File: src/aalu_defines.vh
/*
  Constants for the accumulator add/AND execution datapath: opcode fields,
  opcode patterns, flag positions and reset values.
  Assumes inclusion by bare name from the datapath files.
*/
`ifndef AALU_DEFINES_VH
`define AALU_DEFINES_VH

// Opcode word and field layout
`define AALU_OPW        14
`define AALU_LIT_MSB    7
`define AALU_ADDR_MSB   6
`define AALU_DEST_BIT   7
`define AALU_TOP6_MSB   13
`define AALU_TOP6_LSB   8
`define AALU_TOP5_MSB   13
`define AALU_TOP5_LSB   9
`define AALU_DATA_W     8

// Opcode patterns
`define AALU_OP_ADDLIT  5'h1f
`define AALU_OP_ANDLIT  6'h39
`define AALU_OP_ADDFILE 6'h07
`define AALU_OP_ANDFILE 6'h05

// Status flag positions within the three-bit flag bus
`define AALU_FLAG_C     0
`define AALU_FLAG_DIGIT 1
`define AALU_FLAG_Z     2

// Reset values
`define AALU_ACC_RST    8'h00
`define AALU_FLAGS_RST  3'h0
`define AALU_ADDR_RST   7'h00
`define AALU_DATA_RST   8'h00
`define AALU_PULSE_RST  1'h0

// Byte value that sets the zero flag
`define AALU_BYTE_ZERO  8'h00

`endif

File: src/aalu_adder.v
/*
  Eight-bit adder with carry out and digit (nibble) carry, plus zero detect.
  Assumes purely combinational use by the datapath top.
*/
`timescale 1ns/1ps

module aalu_adder (
  input  wire [7:0] opA,
  input  wire [7:0] opB,
  output wire [7:0] sum,
  output wire       carryOut,
  output wire       digitCarry,
  output wire       zero
);

  wire [4:0] lowSum;
  wire [8:0] fullSum;

  // Low nibble carry gives the digit carry, full sum gives the carry
  assign lowSum     = {1'h0, opA[3:0]} + {1'h0, opB[3:0]};
  assign fullSum    = {1'h0, opA} + {1'h0, opB};
  assign sum        = fullSum[7:0];
  assign carryOut   = fullSum[8];
  assign digitCarry = lowSum[4];
  assign zero       = (fullSum[7:0] == 8'h00);

endmodule

File: src/aalu_datapath.v
/*
  Execution datapath for four accumulator instructions: add and AND of a
  literal into the accumulator, and add and AND of the accumulator with a file
  register, result routed by the destination bit.
  An operation executes on the rising edge of sys_clk at which instrEn is
  high; its results show right after that edge.
  The literal add ignores opcode bit 8; the other three match six top bits.
  Add operations update carry, digit carry and zero; AND operations update
  only zero and keep both carries.
  Destination bit clear writes the accumulator; set writes the file register
  and leaves the accumulator alone.
  The accumulator, the flags and the write data hold until the next executed
  operation; the write strobe and the side-effect flags pulse for one cycle.
  Unrecognised opcodes, and cycles with instrEn low, change nothing but fileAddr, which follows opcode[6:0] every cycle.
  Assumes opcode and operands are stable while instrEn is high, that instrEn is
  the one-cycle instruction-cycle enable from the core's divider, and that the
  core samples port registers from the pins before presenting fileRdData.
  Assumes the core reads the file register at opcode[6:0] in the execute cycle
  and writes fileWrData at fileAddr when fileWrEn pulses.
  Assumes the core clears the timer prescaler when prescalerClear pulses.
*/
`timescale 1ns/1ps
`include "aalu_defines.vh"

// Functional notes
// - Opcode 11 111x adds the literal to the accumulator; updates carry, digit carry, zero.
// - Opcode 11 1001 ANDs the literal with the accumulator; updates only Z.
// - Opcode 00 0111 adds accumulator and addressed file register; updates carry, digit carry, zero.
// - Opcode 00 0101 ANDs accumulator with addressed file register; updates only Z.
// - File operations with destination bit clear write the accumulator only.
// - File operations with destination bit set write the file register only.
// - Port registers are operated on using pin levels, not output latches.
// - Writing the timer count register clears its prescaler when assigned.
module aalu_datapath (
  input  wire        sys_clk,
  input  wire        resetn,
  input  wire        instrEn,
  input  wire [13:0] opcode,
  input  wire [7:0]  fileRdData,
  input  wire        fileIsPort,
  input  wire        fileIsTimer,
  input  wire        prescalerOnTimer,
  output reg  [7:0]  acc,
  output reg  [2:0]  statusFlags,
  output reg  [6:0]  fileAddr,
  output reg  [7:0]  fileWrData,
  output reg         fileWrEn,
  output reg         prescalerClear,
  output reg         opRecognised,
  output reg         portOperandFromPins
);

  wire [5:0] top6;
  wire [4:0] top5;
  wire [7:0] literal;
  wire       destFile;
  wire       isAddLit;
  wire       isAndLit;
  wire       isAddFile;
  wire       isAndFile;
  wire       isFileOp;
  wire [7:0] addOpB;
  wire [7:0] addSum;
  wire       addC;
  wire       addDigit;
  wire       addZ;
  // AND path and execute qualifiers
  wire [7:0] andOpB;
  wire [7:0] andRes;
  wire       resZero;
  wire       isKnownOp;
  wire       execOp;

  reg  [7:0] result;
  reg        updArith;
  reg        updZero;
  reg        next_toFile;
  // Next values, settled before the executing edge
  reg  [7:0] next_acc;
  reg  [2:0] next_statusFlags;
  reg  [7:0] next_fileWrData;
  reg        next_fileWrEn;
  reg        next_prescalerClear;
  reg        next_opRecognised;
  reg        next_portOperandFromPins;

  // Field extraction
  assign top6     = opcode[`AALU_TOP6_MSB:`AALU_TOP6_LSB];
  assign top5     = opcode[`AALU_TOP5_MSB:`AALU_TOP5_LSB];
  assign literal  = opcode[`AALU_LIT_MSB:0];
  assign destFile = opcode[`AALU_DEST_BIT];

  // Opcode decode
  assign isAddLit  = (top5 == `AALU_OP_ADDLIT);
  assign isAndLit  = (top6 == `AALU_OP_ANDLIT);
  assign isAddFile = (top6 == `AALU_OP_ADDFILE);
  assign isAndFile = (top6 == `AALU_OP_ANDFILE);
  assign isFileOp  = isAddFile | isAndFile;

  // Only the four decoded operations execute; anything else is refused
  assign isKnownOp = isAddLit | isAndLit | isFileOp;
  assign execOp    = instrEn & isKnownOp;

  // Second operands: the file value (pin levels for ports) or the literal
  assign addOpB = isAddFile ? fileRdData : literal;
  assign andOpB = isAndFile ? fileRdData : literal;

  aalu_adder uAdder (
    .opA        (acc),
    .opB        (addOpB),
    .sum        (addSum),
    .carryOut   (addC),
    .digitCarry (addDigit),
    .zero       (addZ)
  );

  // Bitwise AND, one cell per accumulator bit
  genvar gi;
  generate
    for (gi = 0; gi < `AALU_DATA_W; gi = gi + 1) begin : gAndBit
      assign andRes[gi] = acc[gi] & andOpB[gi];
    end
  endgenerate

  // Zero detect on the selected result, used by the AND operations
  assign resZero = (result == `AALU_BYTE_ZERO);

  // Result select and which flags change
  always @* begin
    result      = `AALU_DATA_RST;
    updArith    = 1'h0;
    updZero     = 1'h0;
    next_toFile = 1'h0;
    if (isAddLit) begin
      result   = addSum;
      updArith = 1'h1;
    end else if (isAndLit) begin
      result  = andRes;
      updZero = 1'h1;
    end else if (isAddFile) begin
      result      = addSum;
      updArith    = 1'h1;
      next_toFile = destFile;
    end else if (isAndFile) begin
      result      = andRes;
      updZero     = 1'h1;
      next_toFile = destFile;
    end
  end

  // File address follows the opcode so the core can present read data
  always @(posedge sys_clk or negedge resetn) begin
    if (!resetn) begin
      fileAddr <= `AALU_ADDR_RST;
    end else begin
      fileAddr <= opcode[`AALU_ADDR_MSB:0];
    end
  end

  // Next accumulator, flags, write port and pulses for the executing word
  always @* begin
    next_acc                 = acc;
    next_statusFlags         = statusFlags;
    next_fileWrData          = fileWrData;
    next_fileWrEn            = `AALU_PULSE_RST;
    next_prescalerClear      = `AALU_PULSE_RST;
    next_opRecognised        = `AALU_PULSE_RST;
    next_portOperandFromPins = `AALU_PULSE_RST;
    if (execOp) begin
      next_opRecognised        = 1'h1;
      next_portOperandFromPins = isFileOp & fileIsPort;
      if (next_toFile) begin
        next_fileWrData     = result;
        next_fileWrEn       = 1'h1;
        next_prescalerClear = fileIsTimer & prescalerOnTimer;
      end else begin
        next_acc = result;
      end
      if (updArith) begin
        next_statusFlags[`AALU_FLAG_C]     = addC;
        next_statusFlags[`AALU_FLAG_DIGIT] = addDigit;
        next_statusFlags[`AALU_FLAG_Z]     = addZ;
      end else if (updZero) begin
        next_statusFlags[`AALU_FLAG_Z] = resZero;
      end
    end
  end

  // Accumulator and status flags hold between executed operations
  always @(posedge sys_clk or negedge resetn) begin
    if (!resetn) begin
      acc         <= `AALU_ACC_RST;
      statusFlags <= `AALU_FLAGS_RST;
    end else begin
      acc         <= next_acc;
      statusFlags <= next_statusFlags;
    end
  end

  // Write-back port: data holds, strobe pulses for one cycle
  always @(posedge sys_clk or negedge resetn) begin
    if (!resetn) begin
      fileWrData <= `AALU_DATA_RST;
      fileWrEn   <= `AALU_PULSE_RST;
    end else begin
      fileWrData <= next_fileWrData;
      fileWrEn   <= next_fileWrEn;
    end
  end

  // Side-effect and decode pulses, each one cycle wide
  always @(posedge sys_clk or negedge resetn) begin
    if (!resetn) begin
      prescalerClear      <= `AALU_PULSE_RST;
      opRecognised        <= `AALU_PULSE_RST;
      portOperandFromPins <= `AALU_PULSE_RST;
    end else begin
      prescalerClear      <= next_prescalerClear;
      opRecognised        <= next_opRecognised;
      portOperandFromPins <= next_portOperandFromPins;
    end
  end

endmodule

File: config.mk
export PLATFORM = sky130hd
export DESIGN_NAME = aalu_datapath
export DESIGN_NICKNAME = d
export VERILOG_FILES = /design/src/aalu_adder.v /design/src/aalu_datapath.v
export VERILOG_INCLUDE_DIRS = /design/src
export SDC_FILE = /design/constraint.sdc
export NUM_CORES = 1
export LEC_CHECK = 0
export BUFFER_PORTS_ARGS = -buffer_cell sky130_fd_sc_hd__buf_2
export CAP_MARGIN = 0
export CORE_MARGIN = 2
export CORE_UTILIZATION = 35
export DETAILED_ROUTE_END_ITERATION = 10
export GPL_TIMING_DRIVEN = 0
export PLACE_DENSITY = 0.58
export SETUP_SLACK_MARGIN = 0.2
export SYNTH_ARGS = -nofsm -noshare
export SYNTH_HDL_FRONTEND = slang
export SYNTH_HIERARCHICAL = 1
export SYNTH_SLANG_ARGS = --single-unit
File: constraint.sdc
create_clock -name sys_clk -period 7.4 [get_ports sys_clk]
set_clock_uncertainty 0.15 [all_clocks]
set_input_delay 0 -clock sys_clk [delete_from_list [all_inputs] [get_ports sys_clk]]
set_output_delay 0 -clock sys_clk [all_outputs]
set_load 0.05 [all_outputs]
==> results.json, run 1 <==
{
  "status": "completed",
  "antennaDiodeCount": 0,
  "cts_buffers": 5,
  "startpoint_type": "primary input",
  "vias": 1734,
  "syn_avg_cell_area_um2": 9.84,
  "post-route-util_pct": 48.7,
  "cts.clk_slew.worst_paths_ns": 0.07,
  "end_kind": "flip-flop",
  "hold_violations": 0,
  "setup_viol": 0,
  "root_buffer": "clkbuf_8",
  "hold_class": "primary input to flip-flop",
  "cpMaxStageDelayCell": "nor2_1",
  "fin_crit_ns": 3.92,
  "antenna_found_initial": 0,
  "ant_nets": 0,
  "p_total_uw": 461,
  "clock_sinks": 30,
  "max_stage_delay_ns": 0.59,
  "crit_family": "simple AND/OR/NAND/NOR gates",
  "critPathRequiredTime_ns": 7.43,
  "ys_warn_count": 6,
  "drt-total-wl_um": 4920,
  "rows": 26,
  "drive_gt1_share_pct": 32.7,
  "vdd_drop_max_mv": 0.114,
  "die_h_um": 75.6,
  "worstPathMaxFanout": 8,
  "total_leakage_power_nw": 1.18,
  "fmax_mhz": 255,
  "start_util_pct": 35.8,
  "grt_first_pass_wirelength_um": 7870,
  "final_cell_mix": "57 x buf_2, 30 x dfrtp_1, 24 x nand2_1, 20 x o21ai_0, 13 x dlygate4sd3_1",
  "syn_inst": 182,
  "power_density_mw_per_mm2": 189,
  "gr-usage-all-layers_pct": 18.6,
  "criticalPathCategory": "primary input to flip-flop",
  "post_cts_buffers": 0,
  "ioPinCount": 58,
  "crit_buf_inv": 2,
  "dr.pass1.iters": 4,
  "dieArea_mm2": 0.00571,
  "syn_to_final_growth_pct": 36.0,
  "dpl_cell_area_mm2": 0.00216,
  "die_w_um": 75.6,
  "drt_iter0_drc": 107,
  "slew_headroom_pct": 40.8,
  "max_cap_violations": 0,
  "syn_area_mm2": 0.00179,
  "cts_tree": "yes",
  "viasPerCell": 5.25,
  "routabilityCongestion": 0.831,
  "crit_path_frequent_cell": "nor2_1",
  "routedWlPerCell_um": 14.9,
  "coreArea_mm2": 0.00501,
  "slew_violations": 0,
  "worst_pin_slew_ns": 0.885,
  "grt_pass1_vias": 1562,
  "grt_max_degree": 31,
  "crit_arrival_ns": 3.95,
  "overflow": 0,
  "final_area_mm2": 0.00244,
  "clk_path_buf_depth": 2,
  "period_share_pct": 52.9,
  "place_ws_ns": 3.26,
  "htree_levels": 2,
  "crit_path_cell_trace": "buf_2, or4b_1, clkbuf_1, nor2_1, mux2_2, ha_1, fa_1, a21o_1, a221o_1, a211oi_1, nor2_1, nor4b_4, and2_1, mux2i_1, o31ai_1",
  "rsz0062_at_grt": "no",
  "drc_errors": 0,
  "io_buffers": 57,
  "synth.net_count": 219,
  "setup_tns_ns": 0,
  "seq_area_frac_synth_pct": 41.9,
  "synth.distinct_cells": 40,
  "final_common_cell": "buf_2",
  "worst_skew_pair.late_latency_ns": 0.29,
  "nNetsFinal": 296,
  "finalWorstSetupSlack_ns": 3.48,
  "synth-seq-cells": 30,
  "hpwl_um": 3730,
  "cts_resized": 0
}
layer usage:
metal / track usage, % / share of wire (%) / vias up / routed length [um]
met5: 0 / 0 / - / 0
met4: 4.68 / 1.1 / 0 / 55
met3: 3.97 / 3.9 / 5 / 191
met2: 30.2 / 49 / 44 / 2420
met1: 25.3 / 46 / 854 / 2250
li1: - / - / 831 / -
cells in the mapped netlist:
| library cell | n | area [um2] |
|---|---|---|
| dfrtp_1 | 30 | 751 |
| nand2_1 | 24 | 90.1 |
| o21ai_0 | 20 | 100 |
| a21oi_1 | 11 | 55.1 |
| mux2_2 | 10 | 113 |
| ha_1 | 8 | 100 |
| clkbuf_1 | 7 | 26.3 |
| nand3_1 | 7 | 35.0 |
| a211oi_1 | 6 | 45.0 |
| and3_1 | 6 | 37.5 |
| nor2_1 | 5 | 18.8 |
| nand2b_1 | 4 | 25.0 |
| nor4bb_1 | 4 | 40.0 |
| o221a_2 | 4 | 45.0 |
| and2_1 | 3 | 18.8 |
| o21ai_1 | 3 | 15.0 |
| xor2_1 | 3 | 26.3 |
| a21o_1 | 2 | 15.0 |
| inv_1 | 2 | 7.51 |
| nor2b_1 | 2 | 12.5 |
| xnor2_1 | 2 | 17.5 |
| a21oi_2 | 1 | 8.76 |
| a221o_1 | 1 | 10.0 |
| a31oi_1 | 1 | 6.26 |
| fa_1 | 1 | 20.0 |
| mux2i_1 | 1 | 10.0 |
| nor3b_1 | 1 | 7.51 |
| nor4b_2 | 1 | 15.0 |
| nor4b_4 | 1 | 23.8 |
| o211ai_1 | 1 | 7.51 |
| o311ai_1 | 1 | 8.76 |
| o31a_1 | 1 | 8.76 |
| o31a_2 | 1 | 10.0 |
| o31ai_1 | 1 | 7.51 |
| o32a_1 | 1 | 10.0 |
| or3_1 | 1 | 6.26 |
| or3b_2 | 1 | 8.76 |
| or4_1 | 1 | 7.51 |
| or4_4 | 1 | 11.3 |
| or4b_1 | 1 | 10.0 |
worst reg2reg max path, stage by stage (launching register included):
cell and delay (ns):
dfrtp_1 0.44, ha_1 0.30, fa_1 0.43, a21o_1 0.22
a221o_1 0.32, a211oi_1 0.23, nor2_1 0.11, nor4b_4 0.24
and2_1 0.16, mux2i_1 0.07, o31ai_1 0.07
layout make-up:
type | instances | area [um2]
flip-flops and latches | 30 | 751
fillers | 514 | 2570
clock inverters | 2 | 60.1
clock buffers | 6 | 82.6
multi-input cells | 143 | 1010
plain buffers | 7 | 26.3
repair buffers | 70 | 415
well taps | 70 | 87.6
inverters | 2 | 7.51
metrics by stage:
stage / hold WS (ns) / cells
finish: 0.0616 / 330
global route: 0.0961 / 330
CTS: 0.0732 / 330
detailed placement: -0.0627 / 309
global placement: -0.0673 / 309
floorplan: -0.446 / 182
power breakdown:
part           switching, mW  total, mW  leakage, nW  internal (mW)
clock network         0.0670      0.211       0.0714          0.144
logic                 0.0502     0.0771        0.711         0.0269
registers            0.00362      0.173        0.400          0.169
sequential cells by signal (all words and copies together) (netlist names):
signal / flops
opRecognised: 1
fileWrData: 8
prescalerClear: 1
acc: 8
fileAddr: 7
fileWrEn: 1
portOperandFromPins: 1
statusFlags: 3
kinds of logic (layout without fill, tap and decap cells):
logic type	count (synthesis)	after routing	synth area share (%)
adders and majority gates	9	9	6.70
DFF	30	30	41.9
buffers and inverters	9	87	1.89
and+or+nand+nor	63	63	20.5
AOI/OAI and AO/OA	55	55	19.7
muxes	11	11	6.84
xor gates and xnor gates	5	5	2.44
timing repair:
| item | 4_1_cts | 5_1_grt |
|---|---|---|
| hold endpoints to repair | 40 | 0 |
| endpoints found under the setup margin | 0 | 0 |
| hold buffers | 13 | 0 |
path summary, 6_finish.rpt:
| kind | startpoint | depth (start not counted) | slack, ns | endpoint |
|---|---|---|---|---|
| max | opcode[13] | 15 | 3.48 | statusFlags[2] |
| min | opcode[7] | 3 | 0.06 | fileWrEn |
| max reg2reg | acc[0] | 10 | 4.58 | statusFlags[2] |
| min reg2reg | fileWrData[0] | 2 | 0.33 | fileWrData[0] |
| max in group asynchronous | resetn | 2 | 6.51 | statusFlags[1] |
| min in group asynchronous | resetn | 2 | 0.13 | fileAddr[6] |
(Power assumes the default switching activity.)
==> run 2: changes to the inputs <==
ABC_AREA = 1   (was default)
PLACE_DENSITY = 0.56   (was 0.58)
clock period = 3.8 ns   (was 7.4 ns; I/O delays follow)
==> results.json, run 2 <==
{
  "total_leakage_power_nw": 1.55,
  "fin_crit_ns": 2.62,
  "timing.hold.ws_ns": 0.0130,
  "power_frac_clock_pct": 20.5,
  "fmax_mhz": 382,
  "synth-simple-area-share_pct": 37.7,
  "syn_area_mm2": 0.00208,
  "post_cts_buffers": 0,
  "drt_iter0_drc": 102,
  "synth-seq-cells": 30,
  "synthFlopType": "dfrtp_1",
  "switching_share_pct": 45.4,
  "synth.distinct_cells": 31,
  "ioPinCount": 58,
  "die_h_um": 81.1,
  "nNetsFinal": 406,
  "setup_tns_ns": 0,
  "setup_viol": 0,
  "worstPathMaxFanout": 10,
  "status": "completed",
  "rows": 28,
  "yosys-top-cells-count": "95 x nand2_1, 42 x inv_1, 33 x nor2_1",
  "ys_warn_count": 6,
  "synth-edff-count": 0,
  "reg_top3": "acc x8, fileWrData x8, fileAddr x7",
  "grt_pass1_vias": 1889,
  "combPwrFrac_pct": 46.5,
  "syn_to_final_growth_pct": 28.9,
  "cts_resized": 0,
  "final_common_cell": "nand2_1",
  "overflow": 0,
  "viasPerCell": 4.60,
  "gr-usage-all-layers_pct": 18.0,
  "routabilityCongestion": 0.833,
  "worst_skew_pair.late_latency_ns": 0.29,
  "io_buffers": 57,
  "hold_class": "primary input to flip-flop",
  "power_density_mw_per_mm2": 465,
  "critPathRequiredTime_ns": 3.87,
  "clock_sinks": 30,
  "synth_top_family_by_area": "simple AND/OR/NAND/NOR gates",
  "drc_errors": 0,
  "p_int_uw": 681,
  "final_cell_mix": "95 x nand2_1, 57 x buf_2, 42 x inv_1, 33 x nor2_1, 30 x dfrtp_1",
  "synth_top_cell_area_share_pct": 36.1,
  "hpwl_um": 4270,
  "synth_xor_area_share_pct": 0,
  "grt_first_pass_wirelength_um": 9050,
  "synth_most_common_cell": "nand2_1",
  "nFillCells": 622,
  "slew_violations": 0,
  "clk_path_buf_depth": 2,
  "die_w_um": 81.1,
  "synth.net_count": 328,
  "synthMuxAreaShare_pct": 0,
  "multiInputGateArea_mm2": 0.00111,
  "vias": 2037,
  "criticalPathCategory": "primary input to flip-flop",
  "coreArea_mm2": 0.00585,
  "syn_avg_cell_area_um2": 7.15,
  "startpoint_type": "primary input",
  "async_flop_share_pct": 100,
  "reg2reg_depth": 10,
  "synth_area_leaders": "dfrtp_1 36%, nand2_1 17%, inv_1 7.6%",
  "seqPwrFrac_pct": 33.0,
  "vdd_drop_max_mv": 0.178,
  "crit_arrival_ns": 2.69,
  "start_util_pct": 35.6,
  "seq_area_frac_synth_pct": 36.1,
  "antenna_found_initial": 0,
  "end_kind": "flip-flop",
  "dr.pass1.iters": 4,
  "slew_headroom_pct": 53.2,
  "rsz0062_at_grt": "no",
  "htree_levels": 2,
  "cts.clk_slew.worst_paths_ns": 0.06,
  "grt_max_degree": 31,
  "routedWlPerCell_um": 12.2,
  "max_cap_violations": 0,
  "cts_buffers": 5,
  "min_path_cells": 5,
  "syn_inst": 291,
  "period_share_pct": 68.9,
  "drive_gt1_share_pct": 25.0,
  "dieArea_mm2": 0.00658,
  "drt-total-wl_um": 5400,
  "synth_top_area_cell": "dfrtp_1",
  "synth_fa_ha_area_share_pct": 5.77,
  "ff_latch_area_um2": 751,
  "hold_violations": 0,
  "cts_tree": "yes",
  "worst_pin_slew_ns": 0.703,
  "root_buffer": "clkbuf_8",
  "switching_power_uw": 567,
  "ant_nets": 0,
  "synth_compound_area_share_pct": 9.98,
  "antennaDiodeCount": 0
}
==> run 2: cell types whose count changed after synthesis, sizes merged, moves of 5 or more <==
| cell | change |
|---|---|
| and3 | -5 |
| a21oi | -7 |
| nand3 | +13 |
| a31oi | +7 |
| mux2 | -10 |
| clkbuf | -6 |
| inv | +44 |
| nor2 | +33 |
| nand2 | +82 |
| a211oi | -6 |
==> run 2: power groups by stage <==
stage               sequential, mW  combinational (mW)  clock [mW]
floorplan                    0.603               0.245           0
global placement             0.418               0.566           0
detailed placement           0.418               0.572           0
CTS                          0.412               0.584       0.261
global route                 0.421               0.648       0.276
finish                       0.411               0.580       0.256
==> run 2: kinds of logic after synthesis <==
group	Yosys count
flip-flops	30
adder cells (fa/ha/maj)	9
AO/OA/AOI/OAI	33
buffers and inverters	50
AND/OR/NAND/NOR	169
==> run 2: path summary, 6_finish.rpt <==
path	startpoint	end	slack, ns
worst min register to register	statusFlags[1]	statusFlags[1]	0.32
worst max register to register	acc[0]	statusFlags[2]	1.60
max in group asynchronous	resetn	fileAddr[1]	2.89
min in group asynchronous	resetn	acc[2]	0.15
worst min-delay path	fileRdData[7]	fileWrData[7]	0.01
worst max-delay path	opcode[9]	statusFlags[2]	1.18
==> run 2: per-layer routing <==
layer	share of wire (%)	up-vias	global-route usage [%]
met5	0	-	0
met4	0.89	0	5.42
met3	4.4	4	2.22
met2	46	48	29.2
met1	49	914	24.9
li1	-	1071	-
==> run 2: critical path, cell delays in order <==
cell	delay, ns
buf_2	0.12
nand2_1	0.07
inv_2	0.05
nand3_4	0.13
clkbuf_1	0.36
inv_1	0.22
nand2_1	0.10
nand2_1	0.07
ha_1	0.22
fa_1	0.45
or2_1	0.24
nor2_1	0.11
nand3_1	0.08
nor2_1	0.12
nand2_1	0.07
nor2_1	0.09
a22oi_1	0.09
nand2_1	0.08
==> run 2: cell type report <==
| type | count | area share [%] |
|---|---|---|
| multi-input cells | 211 | 41.4 |
| flip-flops and latches | 30 | 28.0 |
| repair buffers | 71 | 15.9 |
| inverters | 46 | 6.43 |
| well taps | 75 | 3.50 |
| clock buffers | 6 | 3.08 |
| plain buffers | 4 | 1.72 |
==> run 2: per-stage QoR <==
| stage | utilization, % | instance area (um2) | total power [mW] | cells | worst slack, ns |
|---|---|---|---|---|---|
| 6_report | 45.9 | 2680 | 1.25 | 443 | 1.18 |
| 5_1_grt | 45.9 | 2680 | 1.34 | 443 | 0.866 |
| 4_1_cts | 45.9 | 2680 | 1.26 | 443 | 1.17 |
| 3_5_place_dp | 42.1 | 2460 | 0.990 | 423 | 0.905 |
| 3_3_place_gp | 42.1 | 2460 | 0.983 | 423 | 0.886 |
| 2_1_floorplan | - | 2080 | 0.848 | 291 | 1.46 |
==> run 2: repair_timing <==
| item | in CTS | in global routing |
|---|---|---|
| setup endpoints to repair | 0 | 0 |
| endpoints found under the hold margin | 45 | 0 |
| hold buffers | 14 | 0 |
